--- config.mk ---
export PLATFORM = sky130hd
export DESIGN_NAME = rbl_ms_flat
export DESIGN_NICKNAME = d
export VERILOG_FILES = /design/src/core/rbl_pkg.sv /design/src/core/rbl_link_if.sv /design/src/core/rbl_slot_map.sv /design/src/core/rbl_ms.sv /design/src/flat_wrapper.sv
export VERILOG_INCLUDE_DIRS = /design/src /design/src/core
export SDC_FILE = /design/constraint.sdc
export NUM_CORES = 1
export LEC_CHECK = 0
export BUFFER_PORTS_ARGS = -buffer_cell sky130_fd_sc_hd__buf_4
export CORE_ASPECT_RATIO = 0.5
export CORE_MARGIN = 3
export CORE_UTILIZATION = 50
export CTS_CLUSTER_DIAMETER = 40
export CTS_CLUSTER_SIZE = 14
export DETAILED_ROUTE_END_ITERATION = 8
export PLACE_DENSITY = 0.78
export SKIP_LAST_GASP = 1
export SYNTH_ARGS = -nofsm -noshare
export SYNTH_HDL_FRONTEND = slang
export SYNTH_HIERARCHICAL = 1
export SYNTH_SLANG_ARGS = --single-unit
--- constraint.sdc ---
create_clock -name clk -period 7 [get_ports clk]
set_clock_uncertainty 0.15 [all_clocks]
set_input_delay 0.7 -clock clk [delete_from_list [all_inputs] [get_ports clk]]
set_output_delay 0.7 -clock clk [all_outputs]
set_load 0.1 [all_outputs]
--- src/core/rbl_defines.svh ---
// constants of the radio block loopback link: widths, header fields and timing
`ifndef RBL_DEFINES_SVH
`define RBL_DEFINES_SVH

`define RBL_DW          32
`define RBL_NTS         8
`define RBL_PT_OFF_BIT  0
`define RBL_PT_OPT      2'h2
`define RBL_CLK_NS      5
`define RBL_TT02_NS     2000
`define RBL_TT02_CYC    ((`RBL_TT02_NS + `RBL_CLK_NS - 1) / `RBL_CLK_NS)
`define RBL_TT03_NS     1000
`define RBL_TT03_CYC    ((`RBL_TT03_NS + `RBL_CLK_NS - 1) / `RBL_CLK_NS)
`define RBL_BLK_NS      640
`define RBL_BLK_CYC     ((`RBL_BLK_NS + `RBL_CLK_NS - 1) / `RBL_CLK_NS)
`define RBL_PRBS_SEED   15'h0001

`endif

--- src/core/rbl_pkg.sv ---
// types shared by both ends of the radio block loopback link
package rbl_pkg;
`include "rbl_defines.svh"
    typedef logic [`RBL_DW-1:0]  rbl_word_t;
    typedef logic [2:0]          rbl_tn_t;
    typedef logic [1:0]          rbl_ptype_t;
    typedef logic [`RBL_NTS-1:0] rbl_mask_t;
    typedef enum logic [1:0] {MS_IDLE, MS_REQ, MS_LOOP} rbl_ms_state_t;
    typedef enum logic [1:0] {SS_IDLE, SS_TT02, SS_TT03, SS_RUN} rbl_ss_state_t;
endpackage : rbl_pkg

--- src/core/rbl_link_if.sv ---
// radio link between mobile test logic and the system simulator
`timescale 1ns/1ps
interface rbl_link_if (
    input wire logic clk,
    input wire logic rstn
);
    import rbl_pkg::*;
    logic       blk_tick;
    logic       start_cmd;
    logic       ul_req;
    logic       ul_assign;
    logic       tbf_release;
    logic       dl_valid;
    rbl_tn_t    dl_tn;
    logic       dl_ctrl;
    rbl_ptype_t dl_ptype;
    logic       dl_hdr_ok;
    rbl_word_t  dl_data;
    logic       ul_valid;
    rbl_tn_t    ul_tn;
    logic       ul_looped;
    rbl_word_t  ul_data;

    modport ms (
        input  blk_tick, start_cmd, ul_assign, tbf_release,
        input  dl_valid, dl_tn, dl_ctrl, dl_ptype, dl_hdr_ok, dl_data,
        output ul_req, ul_valid, ul_tn, ul_looped, ul_data
    );
    modport ss (
        output blk_tick, start_cmd, ul_assign, tbf_release,
        output dl_valid, dl_tn, dl_ctrl, dl_ptype, dl_hdr_ok, dl_data,
        input  ul_req, ul_valid, ul_tn, ul_looped, ul_data
    );
endinterface : rbl_link_if

--- src/core/rbl_slot_map.sv ---
// maps each uplink timeslot onto the downlink timeslot whose block it carries
`timescale 1ns/1ps
module rbl_slot_map
    import rbl_pkg::*;
(
    input  wire rbl_pkg::rbl_mask_t dl_mask,
    input  wire rbl_pkg::rbl_tn_t   ts_offset,
    input  wire logic               multislot_en,
    output rbl_pkg::rbl_tn_t        ul_src [`RBL_NTS]
);
    rbl_tn_t    ordered [`RBL_NTS];
    logic [3:0] cnt;

    // ---------------------------------------------------------------
    // downlink order: from the offset upward, wrapping past slot 7
    // ---------------------------------------------------------------
    always_comb begin
        rbl_tn_t tn;
        tn  = '0;
        cnt = 4'h0;
        for (int i = 0; i < `RBL_NTS; i++) begin
            ordered[i] = ts_offset;
        end
        for (int i = 0; i < `RBL_NTS; i++) begin
            tn = 3'(ts_offset + 3'(i));
            if (dl_mask[tn]) begin
                ordered[cnt[2:0]] = tn;
                cnt = 4'(cnt + 4'h1);
            end
        end
    end

    // ---------------------------------------------------------------
    // uplink index u always counts from slot 0
    // ---------------------------------------------------------------
    genvar u;
    generate
        for (u = 0; u < `RBL_NTS; u++) begin : g_map
            always_comb begin
                if (!multislot_en || cnt <= 4'h1) begin
                    ul_src[u] = ordered[0];
                end else if (4'(u) < cnt) begin
                    ul_src[u] = ordered[u];
                end else begin
                    ul_src[u] = ordered[3'(cnt - 4'h1)];
                end
            end
        end
    endgenerate
endmodule : rbl_slot_map

--- src/core/rbl_ms.sv ---
// mobile-station end: switched radio block loopback with sub-mode control
//
// Notes on behaviour
// - n-th downlink slot goes to n-th uplink
// - surplus uplink slots copy last mapped slot
// - single downlink slot fills every uplink slot
// - downlink counted from offset, wrapping 7 to 0
// - uplink slots always counted from zero
// - start command requests unacknowledged uplink TBF
// - simulator times request, then assigns uplink
// - simulator waits TT03, then sends blocks
// - data blocks withheld from LLC in loopback
// - TBFs stay open, expiry timers disabled
// - loopback starts in ON sub-mode
// - payload type bit 0 selects ON/OFF
// - code 10 flags optional downlink octet
// - request for current sub-mode is ignored
// - mode persists until termination
// - ON loops every block next block period
// - ON also decodes, good headers to RLC/MAC
// - ON sends no own uplink traffic
// - OFF loops only blocks taken while still ON, own traffic allowed
// - TBF control messages obeyed in both sub-modes
// - ends on TBF release or T3190 expiry
// - on end stop uplink, discard, go idle
// - simulator payload from long pseudorandom generator
`timescale 1ns/1ps
module rbl_ms
    import rbl_pkg::*;
(
    input  wire logic               clk,
    input  wire logic               rstn,
    rbl_link_if.ms                  link,
    input  wire rbl_pkg::rbl_mask_t dl_ts_mask,
    input  wire rbl_pkg::rbl_mask_t ul_ts_mask,
    input  wire rbl_pkg::rbl_tn_t   ts_offset,
    input  wire logic               multislot_en,
    input  wire logic               t3190_expired,
    input  wire logic               own_valid,
    input  wire rbl_pkg::rbl_word_t own_data,
    output logic                    own_ready,
    output logic                    rlcmac_valid,
    output rbl_pkg::rbl_word_t      rlcmac_data,
    output logic                    rlcmac_ctrl,
    output logic                    rlcmac_opt,
    output logic                    llc_valid,
    output rbl_pkg::rbl_word_t      llc_data,
    output logic                    loop_active,
    output logic                    submode_on,
    output logic                    timers_disable,
    output logic                    packet_idle
);
    import rbl_pkg::*;

    // ---------------------------------------------------------------
    // header decode helpers
    // ---------------------------------------------------------------
    function automatic logic pt_wants_on(input rbl_ptype_t pt);
        return !pt[`RBL_PT_OFF_BIT];
    endfunction : pt_wants_on

    function automatic logic pt_has_opt(input rbl_ptype_t pt);
        return pt == `RBL_PT_OPT;
    endfunction : pt_has_opt

    function automatic rbl_tn_t first_slot(input rbl_mask_t m);
        rbl_tn_t r;
        r = '0;
        for (int i = `RBL_NTS - 1; i >= 0; i--) begin
            if (m[i]) r = 3'(i);
        end
        return r;
    endfunction : first_slot

    rbl_ms_state_t state_ff;
    logic          submode_on_ff;
    logic          ul_req_ff;
    rbl_word_t     rx_buf_ff [`RBL_NTS];
    rbl_mask_t     rx_have_ff;
    rbl_word_t     tx_buf_ff [`RBL_NTS];
    rbl_mask_t     tx_have_ff;
    logic [3:0]    seq_ff;
    logic          ul_valid_ff;
    rbl_tn_t       ul_tn_ff;
    logic          ul_looped_ff;
    rbl_word_t     ul_data_ff;
    logic          rlcmac_valid_ff;
    rbl_word_t     rlcmac_data_ff;
    logic          rlcmac_ctrl_ff;
    logic          rlcmac_opt_ff;
    logic          llc_valid_ff;
    rbl_word_t     llc_data_ff;
    rbl_tn_t       ul_src [`RBL_NTS];

    logic terminate;
    logic looping;
    logic dl_good;
    logic seq_run;
    logic own_go;

    assign terminate = (state_ff != MS_IDLE) && (link.tbf_release || t3190_expired);
    assign looping   = (state_ff == MS_LOOP) && !terminate;
    assign dl_good   = link.dl_valid && link.dl_hdr_ok;
    assign seq_run   = !seq_ff[3];
    // own traffic only in the OFF sub-mode and never inside a loop burst
    assign own_ready = looping && !submode_on_ff && !seq_run;
    assign own_go    = own_valid && own_ready;

    rbl_slot_map u_map (
        .dl_mask      (dl_ts_mask),
        .ts_offset    (ts_offset),
        .multislot_en (multislot_en),
        .ul_src       (ul_src)
    );

    // ---------------------------------------------------------------
    // mode control
    // ---------------------------------------------------------------
    always_ff @(posedge clk or negedge rstn) begin
        if (!rstn) begin
            state_ff  <= MS_IDLE;
            ul_req_ff <= 1'b0;
        end else begin
            ul_req_ff <= 1'b0;
            case (state_ff)
                MS_IDLE: begin
                    if (link.start_cmd) begin
                        state_ff  <= MS_REQ;
                        ul_req_ff <= 1'b1;
                    end
                end
                MS_REQ: begin
                    if (terminate) state_ff <= MS_IDLE;
                    else if (link.ul_assign) state_ff <= MS_LOOP;
                end
                MS_LOOP: begin
                    // stays here in either sub-mode until ended
                    if (terminate) state_ff <= MS_IDLE;
                end
                default: state_ff <= MS_IDLE;
            endcase
        end
    end

    always_ff @(posedge clk or negedge rstn) begin
        if (!rstn) begin
            submode_on_ff <= 1'b0;
        end else if (terminate) begin
            submode_on_ff <= 1'b0;
        end else if (state_ff == MS_IDLE && link.start_cmd) begin
            submode_on_ff <= 1'b1;
        end else if (looping && dl_good && link.dl_ctrl) begin
            // writing the same value is the ignore case
            submode_on_ff <= pt_wants_on(link.dl_ptype);
        end
    end

    // ---------------------------------------------------------------
    // raw block capture and hand-over at the block boundary
    // ---------------------------------------------------------------
    always_ff @(posedge clk or negedge rstn) begin
        if (!rstn) begin
            rx_have_ff <= '0;
            tx_have_ff <= '0;
            for (int i = 0; i < `RBL_NTS; i++) begin
                rx_buf_ff[i] <= '0;
                tx_buf_ff[i] <= '0;
            end
        end else if (!looping) begin
            rx_have_ff <= '0;
            tx_have_ff <= '0;
        end else begin
            if (link.blk_tick) begin
                tx_have_ff <= rx_have_ff;
                rx_have_ff <= '0;
                for (int i = 0; i < `RBL_NTS; i++) begin
                    tx_buf_ff[i] <= rx_buf_ff[i];
                end
            end
            // taken before decoding: usf, tfi and header check play no part
            if (link.dl_valid && submode_on_ff) begin
                rx_buf_ff[link.dl_tn]  <= link.dl_data;
                rx_have_ff[link.dl_tn] <= 1'b1;
            end
        end
    end

    // ---------------------------------------------------------------
    // uplink sequencer: walks the uplink slots once per block period
    // ---------------------------------------------------------------
    always_ff @(posedge clk or negedge rstn) begin
        if (!rstn) begin
            seq_ff <= 4'h8;
        end else if (!looping) begin
            seq_ff <= 4'h8;
        end else if (link.blk_tick && (submode_on_ff || rx_have_ff != '0)) begin
            // blocks taken while still ON go back even if OFF came in between
            seq_ff <= 4'h0;
        end else if (seq_run) begin
            seq_ff <= 4'(seq_ff + 4'h1);
        end
    end

    always_ff @(posedge clk or negedge rstn) begin
        if (!rstn) begin
            ul_valid_ff  <= 1'b0;
            ul_tn_ff     <= '0;
            ul_looped_ff <= 1'b0;
            ul_data_ff   <= '0;
        end else begin
            ul_valid_ff <= 1'b0;
            if (looping && seq_run && ul_ts_mask[seq_ff[2:0]]
                && tx_have_ff[ul_src[seq_ff[2:0]]]) begin
                ul_valid_ff  <= 1'b1;
                ul_tn_ff     <= seq_ff[2:0];
                ul_looped_ff <= 1'b1;
                ul_data_ff   <= tx_buf_ff[ul_src[seq_ff[2:0]]];
            end else if (own_go) begin
                ul_valid_ff  <= 1'b1;
                ul_tn_ff     <= first_slot(ul_ts_mask);
                ul_looped_ff <= 1'b0;
                ul_data_ff   <= own_data;
            end
        end
    end

    // ---------------------------------------------------------------
    // decoded path towards rlc/mac and llc
    // ---------------------------------------------------------------
    always_ff @(posedge clk or negedge rstn) begin
        if (!rstn) begin
            rlcmac_valid_ff <= 1'b0;
            rlcmac_data_ff  <= '0;
            rlcmac_ctrl_ff  <= 1'b0;
            rlcmac_opt_ff   <= 1'b0;
            llc_valid_ff    <= 1'b0;
            llc_data_ff     <= '0;
        end else begin
            rlcmac_valid_ff <= dl_good;
            // data blocks reach llc only outside the test mode
            llc_valid_ff    <= dl_good && !link.dl_ctrl && state_ff == MS_IDLE;
            if (dl_good) begin
                rlcmac_data_ff <= link.dl_data;
                rlcmac_ctrl_ff <= link.dl_ctrl;
                rlcmac_opt_ff  <= link.dl_ctrl && pt_has_opt(link.dl_ptype);
                llc_data_ff    <= link.dl_data;
            end
        end
    end

    assign link.ul_req    = ul_req_ff;
    assign link.ul_valid  = ul_valid_ff;
    assign link.ul_tn     = ul_tn_ff;
    assign link.ul_looped = ul_looped_ff;
    assign link.ul_data   = ul_data_ff;
    assign rlcmac_valid   = rlcmac_valid_ff;
    assign rlcmac_data    = rlcmac_data_ff;
    assign rlcmac_ctrl    = rlcmac_ctrl_ff;
    assign rlcmac_opt     = rlcmac_opt_ff;
    assign llc_valid      = llc_valid_ff;
    assign llc_data       = llc_data_ff;
    assign loop_active    = state_ff == MS_LOOP;
    assign submode_on     = submode_on_ff;
    assign timers_disable = state_ff != MS_IDLE;
    assign packet_idle    = state_ff == MS_IDLE;
endmodule : rbl_ms

--- src/flat_wrapper.sv ---
// flat-port wrapper written by rule: the top's interface ports become plain ports
module rbl_ms_flat import rbl_pkg::*;
  (clk, rstn, dl_ts_mask, ul_ts_mask, ts_offset, multislot_en, t3190_expired, own_valid, own_data, own_ready, rlcmac_valid, rlcmac_data, rlcmac_ctrl, rlcmac_opt, llc_valid, llc_data, loop_active, submode_on, timers_disable, packet_idle, link_blk_tick, link_start_cmd, link_ul_assign, link_tbf_release, link_dl_valid, link_dl_tn, link_dl_ctrl, link_dl_ptype, link_dl_hdr_ok, link_dl_data, link_ul_req, link_ul_valid, link_ul_tn, link_ul_looped, link_ul_data);
  rbl_link_if link_i (.clk(clk), .rstn(rstn));
  input  wire logic clk;
  input  wire logic rstn;
  input  wire rbl_pkg::rbl_mask_t dl_ts_mask;
  input  wire rbl_pkg::rbl_mask_t ul_ts_mask;
  input  wire rbl_pkg::rbl_tn_t ts_offset;
  input  wire logic multislot_en;
  input  wire logic t3190_expired;
  input  wire logic own_valid;
  input  wire rbl_pkg::rbl_word_t own_data;
  output logic own_ready;
  output logic rlcmac_valid;
  output rbl_pkg::rbl_word_t rlcmac_data;
  output logic rlcmac_ctrl;
  output logic rlcmac_opt;
  output logic llc_valid;
  output rbl_pkg::rbl_word_t llc_data;
  output logic loop_active;
  output logic submode_on;
  output logic timers_disable;
  output logic packet_idle;
  input wire logic [$bits(link_i.blk_tick)-1:0] link_blk_tick;
  input wire logic [$bits(link_i.start_cmd)-1:0] link_start_cmd;
  input wire logic [$bits(link_i.ul_assign)-1:0] link_ul_assign;
  input wire logic [$bits(link_i.tbf_release)-1:0] link_tbf_release;
  input wire logic [$bits(link_i.dl_valid)-1:0] link_dl_valid;
  input wire logic [$bits(link_i.dl_tn)-1:0] link_dl_tn;
  input wire logic [$bits(link_i.dl_ctrl)-1:0] link_dl_ctrl;
  input wire logic [$bits(link_i.dl_ptype)-1:0] link_dl_ptype;
  input wire logic [$bits(link_i.dl_hdr_ok)-1:0] link_dl_hdr_ok;
  input wire logic [$bits(link_i.dl_data)-1:0] link_dl_data;
  output wire logic [$bits(link_i.ul_req)-1:0] link_ul_req;
  output wire logic [$bits(link_i.ul_valid)-1:0] link_ul_valid;
  output wire logic [$bits(link_i.ul_tn)-1:0] link_ul_tn;
  output wire logic [$bits(link_i.ul_looped)-1:0] link_ul_looped;
  output wire logic [$bits(link_i.ul_data)-1:0] link_ul_data;
  assign link_i.blk_tick = link_blk_tick;
  assign link_i.start_cmd = link_start_cmd;
  assign link_i.ul_assign = link_ul_assign;
  assign link_i.tbf_release = link_tbf_release;
  assign link_i.dl_valid = link_dl_valid;
  assign link_i.dl_tn = link_dl_tn;
  assign link_i.dl_ctrl = link_dl_ctrl;
  assign link_i.dl_ptype = link_dl_ptype;
  assign link_i.dl_hdr_ok = link_dl_hdr_ok;
  assign link_i.dl_data = link_dl_data;
  assign link_ul_req = link_i.ul_req;
  assign link_ul_valid = link_i.ul_valid;
  assign link_ul_tn = link_i.ul_tn;
  assign link_ul_looped = link_i.ul_looped;
  assign link_ul_data = link_i.ul_data;
  rbl_ms u_core (.clk(clk), .rstn(rstn), .link(link_i), .dl_ts_mask(dl_ts_mask), .ul_ts_mask(ul_ts_mask), .ts_offset(ts_offset), .multislot_en(multislot_en), .t3190_expired(t3190_expired), .own_valid(own_valid), .own_data(own_data), .own_ready(own_ready), .rlcmac_valid(rlcmac_valid), .rlcmac_data(rlcmac_data), .rlcmac_ctrl(rlcmac_ctrl), .rlcmac_opt(rlcmac_opt), .llc_valid(llc_valid), .llc_data(llc_data), .loop_active(loop_active), .submode_on(submode_on), .timers_disable(timers_disable), .packet_idle(packet_idle));
endmodule
# ---- After elaboration in Yosys (flattened, before gate mapping)
# Cells that the tools add are included.
# Widths: inputs -> output; s select.
dict set report word_totals {
  reg_bits 609
  latch_bits 0
  mem_bits_rw 0
  rom_bits 0
  inputBits 100
  elab_cells 272
  n_memories 0
}
dict set report classes {
  add_sub_neg 16
  n_mul 0
  div_mod_pow 0
  order_cmp 40
  n_eq_ne 8
  n_shift 0
  muxes 121
  n_bitwise 12
  n_reduce_logical 43
}
# cell n
set op_table {}
lappend op_table {{$bwmux 256} 1}
lappend op_table {{$bwmux 24} 7}
lappend op_table {{$mux 24} 7}
lappend op_table {{$mux 32} 5}
lappend op_table {{$mux 3} 37}
lappend op_table {{$bmux 32 s3} 1}
lappend op_table {{$demux 32 s3} 1}
lappend op_table {{$demux 3 s3} 7}
lappend op_table {{$mux 8} 6}
lappend op_table {{$ge 4x4->1 const B} 11}
lappend op_table {{$lt 3x4->1 const B} 11}
lappend op_table {{$not 3->4} 11}
lappend op_table {{$mux 4} 10}
lappend op_table {{$add 4x1->4 const B} 8}
lappend op_table {{$lt 4x1->1 const B} 8}
lappend op_table {{$bmux 1 s3} 10}
lappend op_table {{$logic_and 1x1->1} 26}
lappend op_table {{$mux 1} 21}
lappend op_table {{$bmux 3 s3} 2}
lappend op_table {{$lt 3x4->1 const A} 4}
lappend op_table {{$add 3x3->3 const B} 4}
lappend op_table {{$lt 1x4->1 const A} 2}
lappend op_table {{$lt 2x4->1 const A} 2}
lappend op_table {{$mux 2} 4}
lappend op_table {{22 further kinds} 34}

# ---- Depth between registers and ports, before layout
# Gate-level depths: netlist of run 1.
dict set report logic_depth {
  depth_word 35
  mapped_depth 52
}

# ---- Modules after synthesis
# Netlist of run 1, hierarchy kept.
# module instances cells_each area_per_inst_um2 seq_area_each_um2
set modules_own_cells {}
lappend modules_own_cells {rbl_ms 1 1705 25972.4 15240.9}
lappend modules_own_cells {rbl_slot_map 1 573 3942.5 0.0}

# ---- Worst setup path before layout of run 1
# No wires, ideal clock.
dict set report synth_timing {
  kind {input to register}
  from {in ts_offset[1]}
  to {reg u_core.ul_tn_ff[0], in the netlist u_core/link.ul_tn[0]}
  t_arrival_ns 10.217
  slack_ns -3.491
  path_stages 48
  n_path_buf 10
  path_cell_list {buf_2 > buf_6 > buf_2 > inv_1 > clkbuf_1 > ha_1 > clkbuf_1 > mux2_2 > nor2_1 > nor3_1 > nor2_1 > ha_1 > clkbuf_1 > xnor2_4 > inv_2 > ha_1 > nand2_1 > o21ai_0 > (+12 left out) > a21oi_1 > inv_1 > ha_1 > a21oi_1 > inv_1 > ha_1 > clkbuf_1 > o311ai_0 > o211ai_2 > a221oi_1 > mux2i_1 > mux4_2 > buf_6 > mux2i_1 > mux2i_1 > a22oi_1 > buf_6 > mux2_2}
}
# item line
set synth_lines {}
lappend synth_lines {{from (decl)} flat_wrapper.sv:9} ;# input wire rbl_pkg::rbl_tn_t ts_offset;
lappend synth_lines {{to (signal assigned)} rbl_ms.sv:215} ;# ul_tn_ff <= seq_ff[2:0];
lappend synth_lines {{to (signal assigned)} rbl_ms.sv:220} ;# ul_tn_ff <= first_slot(ul_ts_mask);
lappend synth_lines {{to (decl)} rbl_ms.sv:84} ;# rbl_tn_t ul_tn_ff;

==> metrics.cfg, run 1 <==
[run_status]
status=complete, but fails checks
failed_checks=negative setup slack

[yosys]
ys_seq_area_frac=0.5095
synth_top_family_by_area=multiplexers
postSynthCellCount=2278
synth_area_leaders=dfrtp_1 51%, mux2_2 21%, mux2i_1 11%
synth-edff-count=0
synthFlopType=dfrtp_1
yosysTopAreaCellShare=0.5086
yosys.area_share.simple=0.04730
synth_xor_area_frac=0.01138
synthAdderAreaFrac=0.005437
async_reset_ff_frac=1.000
synth_area_um2=29910
synth_warnings=6
synth_area_per_cell_um2=13.13
synth_compound_area_frac=0.05341
syn_nets=2391
yosys.area.top_type=dfrtp_1
synthMuxAreaShare=0.3388
ys_types=92
ys_ff_latch=609

[finish]
finalNetCount=2781
post-route-util=0.6264
final_cell_mix=608 x dfrtp_1, 553 x mux2_2, 461 x buf_4
drive_above_1_share=0.4670
diodes=0
instances_no_fill=3494
syn2layout_area_growth_pct=21.98
layout_commonest_cell=dfrtp_1

[place]
io_buffer_count=210
dp.cells=3382
pre_cts_slack_ns=-1.905
hpwl_um=47940
gp_congestion=0.9567

[setup_path]
reg2reg_depth=8
cp.arrival_ns=8.31
start_kind=input port
cp_max_fo=13
timing.rr.end=u_core/link.ul_data[24]
crit_type=in -> reg
r2r_start=u_core/seq_ff[0]
r2r_slack_ns=3.85
cp.required_ns=7.31
cp_slowest_cell=mux4_2
end_kind=flop
worst_path_most_repeated_cell=ha_4
cp_slowest_stage_delay_ns=0.60

[die]
pin_count=211
fp.dieW_um=351.9
core.rowCount=62
die-height_um=179.0
core_region_area_um2=58260
initial_core_util=0.5135
dieArea_um2=62980

[sta]
hold_slack_ns=0.1456
period_share=1.143
final.min_clock_period_ns=8.004
max_freq_mhz=124.9
setup_viol=37
timing.final.ws_setup_ns=-1.004
max_slew_margin=0.2149
worst_slew_pin_slew_ns=1.178
hold_viol_final=0
maxSlewViolCount=0
rsz0062_at_grt=true

[power_and_ir_drop]
ir_drop_v=0.0002970
cellLeakagePower_nw=18.68
power_density_nw_per_um2=386.4

[routing]
drcViolationCount=0
dr.pass1.iters=5
drt-wirelength-per-cell_um=21.13
num_vias=20070
routed_wl_um=73820
postRouteAntennaNets=0
via_per_inst=5.744
drt_iter0_markers=1305

[run]
max_cap_violations=0

[clock_network]
htreeDepth=2
clockRootBuffer=clkbuf_16
path_clk_slew_ns=0.06
numCtsBuffers=55
cts.sinks=609
clock_latency_ns=0.59
cts_tree=yes
clock_path_buffers=3

[global_route]
grt_first_pass_wirelength_um=116300
met3_usage=0.02501
grt_max_degree=171
gr-usage-met2=0.3987
grt_usage=0.2300
busiest_layer=met2
grt_util_met1=0.3105
antenna_found_initial=0
grt_overflow=0
grt_pass1_vias=20850

[hold_path]
min_path_cells=2
min-delay-start=link_dl_ptype[0]
hold_path.class=in -> reg
holdPathEnd=u_core/rlcmac_opt

## power breakdown
part	internal [W]	total, W	switching (W)
clock	0.00177	0.00307	0.00130
sequential	0.00358	0.00363	0.0000456
combinational	0.00334	0.00740	0.00405
total	0.00870	0.0141	0.00540
## worst max-delay path, delay by kind of cell
family | cells | cell delay, ns
AO/OA/AOI/OAI | 12 | 1.76
multiplexers | 4 | 1.70
adder cells (fa/ha/maj) | 6 | 1.34
buffers and inverters | 11 | 1.24
AND/OR/NAND/NOR | 7 | 0.93
XOR/XNOR | 3 | 0.61
## flip-flops by register name, indices dropped and copies added (netlist names)
signal / cells
u_core/rlcmac_ctrl: 1
u_core/llc_data: 32
u_core/rlcmac_valid: 1
u_core/submode_on: 1
u_core/tx_have_ff: 8
u_core/llc_valid: 1
u_core/rlcmac_opt: 1
u_core/link.ul_tn: 3
u_core/link.ul_valid: 1
u_core/rx_buf_ff: 256
u_core/link.ul_looped: 1
u_core/tx_buf_ff: 256
u_core/rx_have_ff: 8
u_core/state_ff: 2
u_core/seq_ff: 4
u_core/link.ul_req: 1
u_core/link.ul_data: 32
## through the flow
step | setup TNS, ns | cell area, um^2 | power (W)
floorplan | -85.96 | 30110 | 0.007821
finish | -34.15 | 36490 | 0.01410
global placement | -61.10 | 33970 | 0.01034
CTS | -31.94 | 36290 | 0.01394
global route | -48.09 | 36490 | 0.01471
detailed placement | -68.19 | 33970 | 0.01038
## per-layer routing
layer  share of wire  routed length, um  vias to the layer above
met1            0.45              33110                    10420
met4           0.025               1831                        0
li1                -                  -                     9110
met3           0.034               2504                      120
met5               0                  0                        -
met2            0.49              36380                      419
## worst max path at each step
| stage | from | to | cells after the start |
|---|---|---|---|
| 2_1_floorplan | ts_offset[1] | u_core/link.ul_tn[0] | 50 |
| 3_3_place_gp | ts_offset[1] | u_core/link.ul_data[21] | 45 |
| 3_5_place_dp | ts_offset[1] | u_core/link.ul_data[9] | 44 |
| 4_1_cts | ts_offset[1] | u_core/link.ul_data[15] | 47 |
| 5_1_grt | ts_offset[1] | u_core/link.ul_data[24] | 47 |
| 6_report | ts_offset[1] | u_core/link.ul_data[24] | 43 |
## repair_timing
action	in CTS	in global routing
gates cloned	3	0
pin swaps	29	27
gates resized for setup	56	34
buffers inserted	18	7
setup endpoints to repair	37	37
hold buffers	1	0
endpoints found under the hold margin	75	0
## cell type report
class | instances | area (um^2)
Inverter | 32 | 130.1
Clock buffer | 68 | 1498
Sequential cell | 609 | 15240
Timing Repair Buffer | 496 | 4129
Multi-Input combinational cell | 1474 | 14190
Clock inverter | 15 | 301.5
Fill cell | 4360 | 21770
Tap cell | 800 | 1001
## synth_stat cells (9+ instances only)
| cell type | n |
|---|---|
| a211oi_1 | 19 |
| a21o_1 | 13 |
| a21oi_1 | 36 |
| a221oi_1 | 9 |
| a31oi_1 | 12 |
| and2_1 | 9 |
| buf_2 | 31 |
| buf_4 | 46 |
| clkbuf_1 | 73 |
| dfrtp_1 | 608 |
| ha_1 | 13 |
| inv_1 | 26 |
| mux2_2 | 560 |
| mux2i_1 | 328 |
| mux4_2 | 20 |
| nand2_1 | 88 |
| nand3_1 | 33 |
| nor2_1 | 83 |
| nor3_1 | 28 |
| o211ai_1 | 16 |
| o21ai_0 | 26 |
| xnor2_1 | 19 |
## cells by family (layout without fill, tap and decap cells)
logic type	count (synthesis)	in the layout
adder cells (fa/ha/maj)	13	13
buffers and inverters	195	611
AO/OA/AOI/OAI	219	219
flip-flops	609	609
AND/OR/NAND/NOR	296	296
multiplexers	915	915
XOR/XNOR	31	31
(Power assumes the default switching activity.)
==> run 2, diff against run 1 <==
- CORE_UTILIZATION: 50 -> 45
- PLACE_DENSITY: 0.78 -> 0.72
==> metrics.cfg, run 2 (synthesis gave the netlist of run 1 again) <==
[setup_path]
cp_slowest_cell=mux4_4
start_kind=input port
cp.arrival_ns=8.39
cp_slowest_stage_delay_ns=0.74
crit_type=in -> reg
worst_path_most_repeated_cell=ha_4
crit_family=compound AO/OA/AOI/OAI gates
cp.required_ns=7.39
cp_max_fo=8
cp_num_buf_inv=9
end_kind=flop

[place]
io_buffer_count=210
hpwl_um=47610
post_dp_cell_area_um2=34210
gp_congestion=0.9517

[die]
fp.dieW_um=370.6
pin_count=211
initial_core_util=0.4574
core_region_area_um2=65400
core.rowCount=66
dieArea_um2=69800
die-height_um=188.3

[finish]
finalNetCount=2812
syn2layout_area_growth_pct=24.01
diodes=0
drive_above_1_share=0.4777
fill_cells=5319
final_cell_area_um2=37100
top_regs=u_core/rx_buf_ff (256), u_core/tx_buf_ff (256)
layout_commonest_cell=dfrtp_1
final_cell_mix=608 x dfrtp_1, 553 x mux2_2, 472 x buf_4

[power_and_ir_drop]
ir_drop_v=0.0003378
power_density_nw_per_um2=396.7
finalPower_w=0.01472
cellLeakagePower_nw=18.94

[run_status]
status=complete, but fails checks
failed_checks=negative hold slack, negative setup slack

[sta]
worst_slew_pin_slew_ns=1.150
max_freq_mhz=124.9
hold_viol_final=3
setup_viol=37
maxSlewViolCount=0
final.min_clock_period_ns=8.004
hold_slack_ns=-0.009036
period_share=1.143
rsz0062_at_grt=true
timing.final.ws_setup_ns=-1.004
max_slew_margin=0.2331

[global_route]
busiest_layer=met2
grt_pass1_vias=20850
grt_first_pass_wirelength_um=119500
gr-usage-met2=0.3684
met3_usage=0.02270
antenna_found_initial=0
grt_usage=0.2134
grt_max_degree=185
grt_util_met1=0.2907
grt_overflow=0

[run]
max_cap_violations=0

[routing]
via_per_inst=5.532
drcViolationCount=0
routed_wl_um=74960
dr.pass1.iters=5
drt_iter0_markers=1523
drt-wirelength-per-cell_um=20.71
postRouteAntennaNets=0
num_vias=20030

[hold_path]
hold_path.class=in -> async

[clock_network]
htreeDepth=2
clock_latency_ns=0.63
path_clk_slew_ns=0.06
clockRootBuffer=clkbuf_16
clock_path_buffers=3
cts.sinks=609
cts_tree=yes
numCtsBuffers=60

## run 2: what timing repair did
action	in CTS	in global routing
hold buffers	0	0
gates cloned	6	1
gates resized for setup	65	43
setup buffers	20	10
pin swaps	22	20
endpoints found under the setup margin	37	37
## run 2: through the flow
| step | std cells | TNS, ns | setup slack, ns | utilization | hold WS (ns) |
|---|---|---|---|---|---|
| 6_report | 3620 | -33.54 | -1.004 | 0.5672 | -0.009036 |
| 3_5_place_dp | 3487 | -62.03 | -1.837 | 0.5231 | 0.3280 |
| 5_1_grt | 3620 | -46.15 | -1.321 | 0.5672 | 0.07927 |
| 4_1_cts | 3610 | -28.20 | -0.8395 | 0.5627 | 0.05483 |
| 2_1_floorplan | 2278 | -85.96 | -2.373 | - | 0.2544 |
| 3_3_place_gp | 3487 | -60.13 | -1.834 | 0.5231 | 0.3191 |
## run 2: area by class of cell
| cell class | count | area [um^2] | share of cell area |
|---|---|---|---|
| flip-flops and latches | 609 | 15240 | 0.4108 |
| repair buffers | 521 | 4444 | 0.1198 |
| multi-input cells | 1475 | 14210 | 0.3831 |
| clock buffers | 72 | 1628 | 0.04388 |
| well taps | 884 | 1106 | 0.02981 |
| clock inverters | 27 | 335.3 | 0.009039 |
| inverters | 32 | 132.6 | 0.003575 |
## run 2: report_power, final
part / leakage [nW] / switching [W] / internal (W)
Clock: 0.954 / 0.00139 / 0.00182
Sequential: 8.41 / 0.0000444 / 0.00359
Combinational: 9.57 / 0.00418 / 0.00371
## run 2: worst paths after layout
check                                       from                      end  slack, ns  depth (start not counted)
max reg2reg                     u_core/seq_ff[0]  u_core/link.ul_data[14]       3.81                          9
min                                         rstn      u_core/llc_data[27]     -0.009                          1
max in group asynchronous                   rstn    u_core/tx_buf_ff[146]       5.22                          2
max                                 ts_offset[1]  u_core/link.ul_data[14]      -1.00                         41
min in group clk                    link_dl_ctrl         u_core/llc_valid       0.13                          2
min reg2reg                u_core/rx_buf_ff[190]    u_core/tx_buf_ff[190]       0.33                          1
## run 2: layer usage
metal,wire [um],part of all wire
met2,37770,0.50
met3,2377,0.032
met1,33470,0.45
met5,0,0
met4,1330,0.018
==> run 3, diff against run 2 <==
- CORE_UTILIZATION: 45 -> 40
- PLACE_DENSITY: 0.72 -> 0.67
==> metrics.cfg, run 3 (synthesis gave the netlist of run 1 again) <==
[run_status]
status=complete, but fails checks
failed_checks=negative hold slack, negative setup slack

[sta]
rsz0062_at_grt=true
max_slew_margin=0.2866
fin_setup_tns_ns=-33.84
timing.final.ws_setup_ns=-1.019
maxSlewViolCount=0
final.min_clock_period_ns=8.019
worst_slew_pin_slew_ns=1.070
setup_viol=37
period_share=1.146
max_freq_mhz=124.7
hold_slack_ns=-0.02506
hold_viol_final=7

[place]
hpwl_um=48390
dp.cells=3570
io_buffer_count=210
post_dp_cell_area_um2=34310
pre_cts_slack_ns=-1.991
gp_congestion=0.9088

[setup_path]
cp.arrival_ns=8.36
crit_type=in -> reg
cp_max_fo=9
end_kind=flop
start_kind=input port
cp_slowest_stage_delay_ns=0.51
cp.required_ns=7.34
worst_path_most_repeated_cell=ha_4
cp_num_buf_inv=14
crit_family=multiplexers
cp_slowest_cell=mux4_2

[routing]
num_vias=20000
drt_iter0_markers=1177
drt-wirelength-per-cell_um=20.14
via_per_inst=5.378
routed_wl_um=74870
drcViolationCount=0
postRouteAntennaNets=0
dr.pass1.iters=7

[finish]
drive_above_1_share=0.4741
top_regs=u_core/rx_buf_ff (256), u_core/tx_buf_ff (256)
final_cell_mix=608 x dfrtp_1, 553 x mux2_2, 479 x buf_4
syn2layout_area_growth_pct=24.47
diodes=0
final_cell_area_um2=37230
finalNetCount=2815
layout_commonest_cell=dfrtp_1
instances_no_fill=3718

[clock_network]
cts_tree=yes
path_clk_slew_ns=0.06
clockRootBuffer=clkbuf_16
clock_latency_ns=0.62
htreeDepth=2
clock_path_buffers=3
cts.sinks=609
numCtsBuffers=61

[run]
max_cap_violations=0

[global_route]
grt_max_degree=157
grt_pass1_vias=20560
grt_first_pass_wirelength_um=117100
grt_usage=0.1871
antenna_found_initial=0
grt_overflow=0

[power_and_ir_drop]
power_density_nw_per_um2=400.8
cellLeakagePower_nw=18.98
ir_drop_v=0.0002914

[die]
initial_core_util=0.4066
dieArea_um2=78300
die-height_um=199.4
pin_count=211
core_region_area_um2=73570
core.rowCount=70
fp.dieW_um=392.8

[hold_path]
hold_path.class=in -> async

## run 3: cell count changes in the layout (fill, tap and decap cells not counted), sizes merged
cell	change
clkinv	-3
clkinvlp	+2
clkbuf	+9
inv	+2
## run 3: worst reg2reg max path, delay by kind of cell, from the launching register on
| kind | cells | cell delay [ns] |
|---|---|---|
| AOI/OAI and AO/OA | 1 | 0.24 |
| buffers and inverters | 2 | 0.36 |
| DFF | 1 | 0.87 |
| muxes | 5 | 1.45 |
## run 3: path summary, 6_finish.rpt
check                                     startpoint                 endpoint  slack [ns]  cells after the start
worst max-delay path                    ts_offset[1]  u_core/link.ul_data[28]       -1.02                     47
max in group asynchronous                       rstn    u_core/rx_buf_ff[146]        5.14                      2
worst max register to register      u_core/seq_ff[0]   u_core/link.ul_data[1]        3.87                      8
worst min register to register  u_core/rx_buf_ff[74]     u_core/tx_buf_ff[74]        0.34                      1
worst min-delay path                            rstn      u_core/llc_data[29]       -0.03                      1
min in group clk                        link_dl_ctrl         u_core/llc_valid        0.13                      2
## run 3: cell type report
type                    count  area [um^2]
flip-flops and latches    609        15240
fillers                  6320        36340
repair buffers            523         4473
well taps                 972         1216
clock inverters            28        341.6
inverters                  32        130.1
multi-input cells        1475        14150
clock buffers              79         1685
## run 3: power breakdown
part           total (W)  switching, W  internal [W]
sequential       0.00363     0.0000478       0.00359
combinational    0.00802       0.00422       0.00381
clock            0.00327       0.00141       0.00187
total             0.0149       0.00567       0.00926
## run 3: layer usage
layer | vias up | GRT usage | share of wire
met1 | 10370 | 0.2563 | 0.46
met5 | - | 0 | 0
met4 | 0 | 0.03998 | 0.015
met3 | 87 | 0.01997 | 0.033
met2 | 370 | 0.3231 | 0.49
li1 | 9170 | - | -
## run 3: repair_timing
item,CTS,global route
pin swaps,27,22
hold buffers,0,0
gates resized for setup,55,22
buffers inserted,19,15
setup endpoints to repair,37,37
gates cloned,5,3
## run 3: through the flow
stage / hold slack, ns / utilization / total power, W
global placement: 0.3239 / 0.4663 / 0.01049
finish: -0.02506 / 0.5061 / 0.01493
global route: 0.03610 / 0.5061 / 0.01558
CTS: 0.0008820 / 0.5014 / 0.01452
detailed placement: 0.3318 / 0.4663 / 0.01053
floorplan: 0.2544 / - / 0.007821
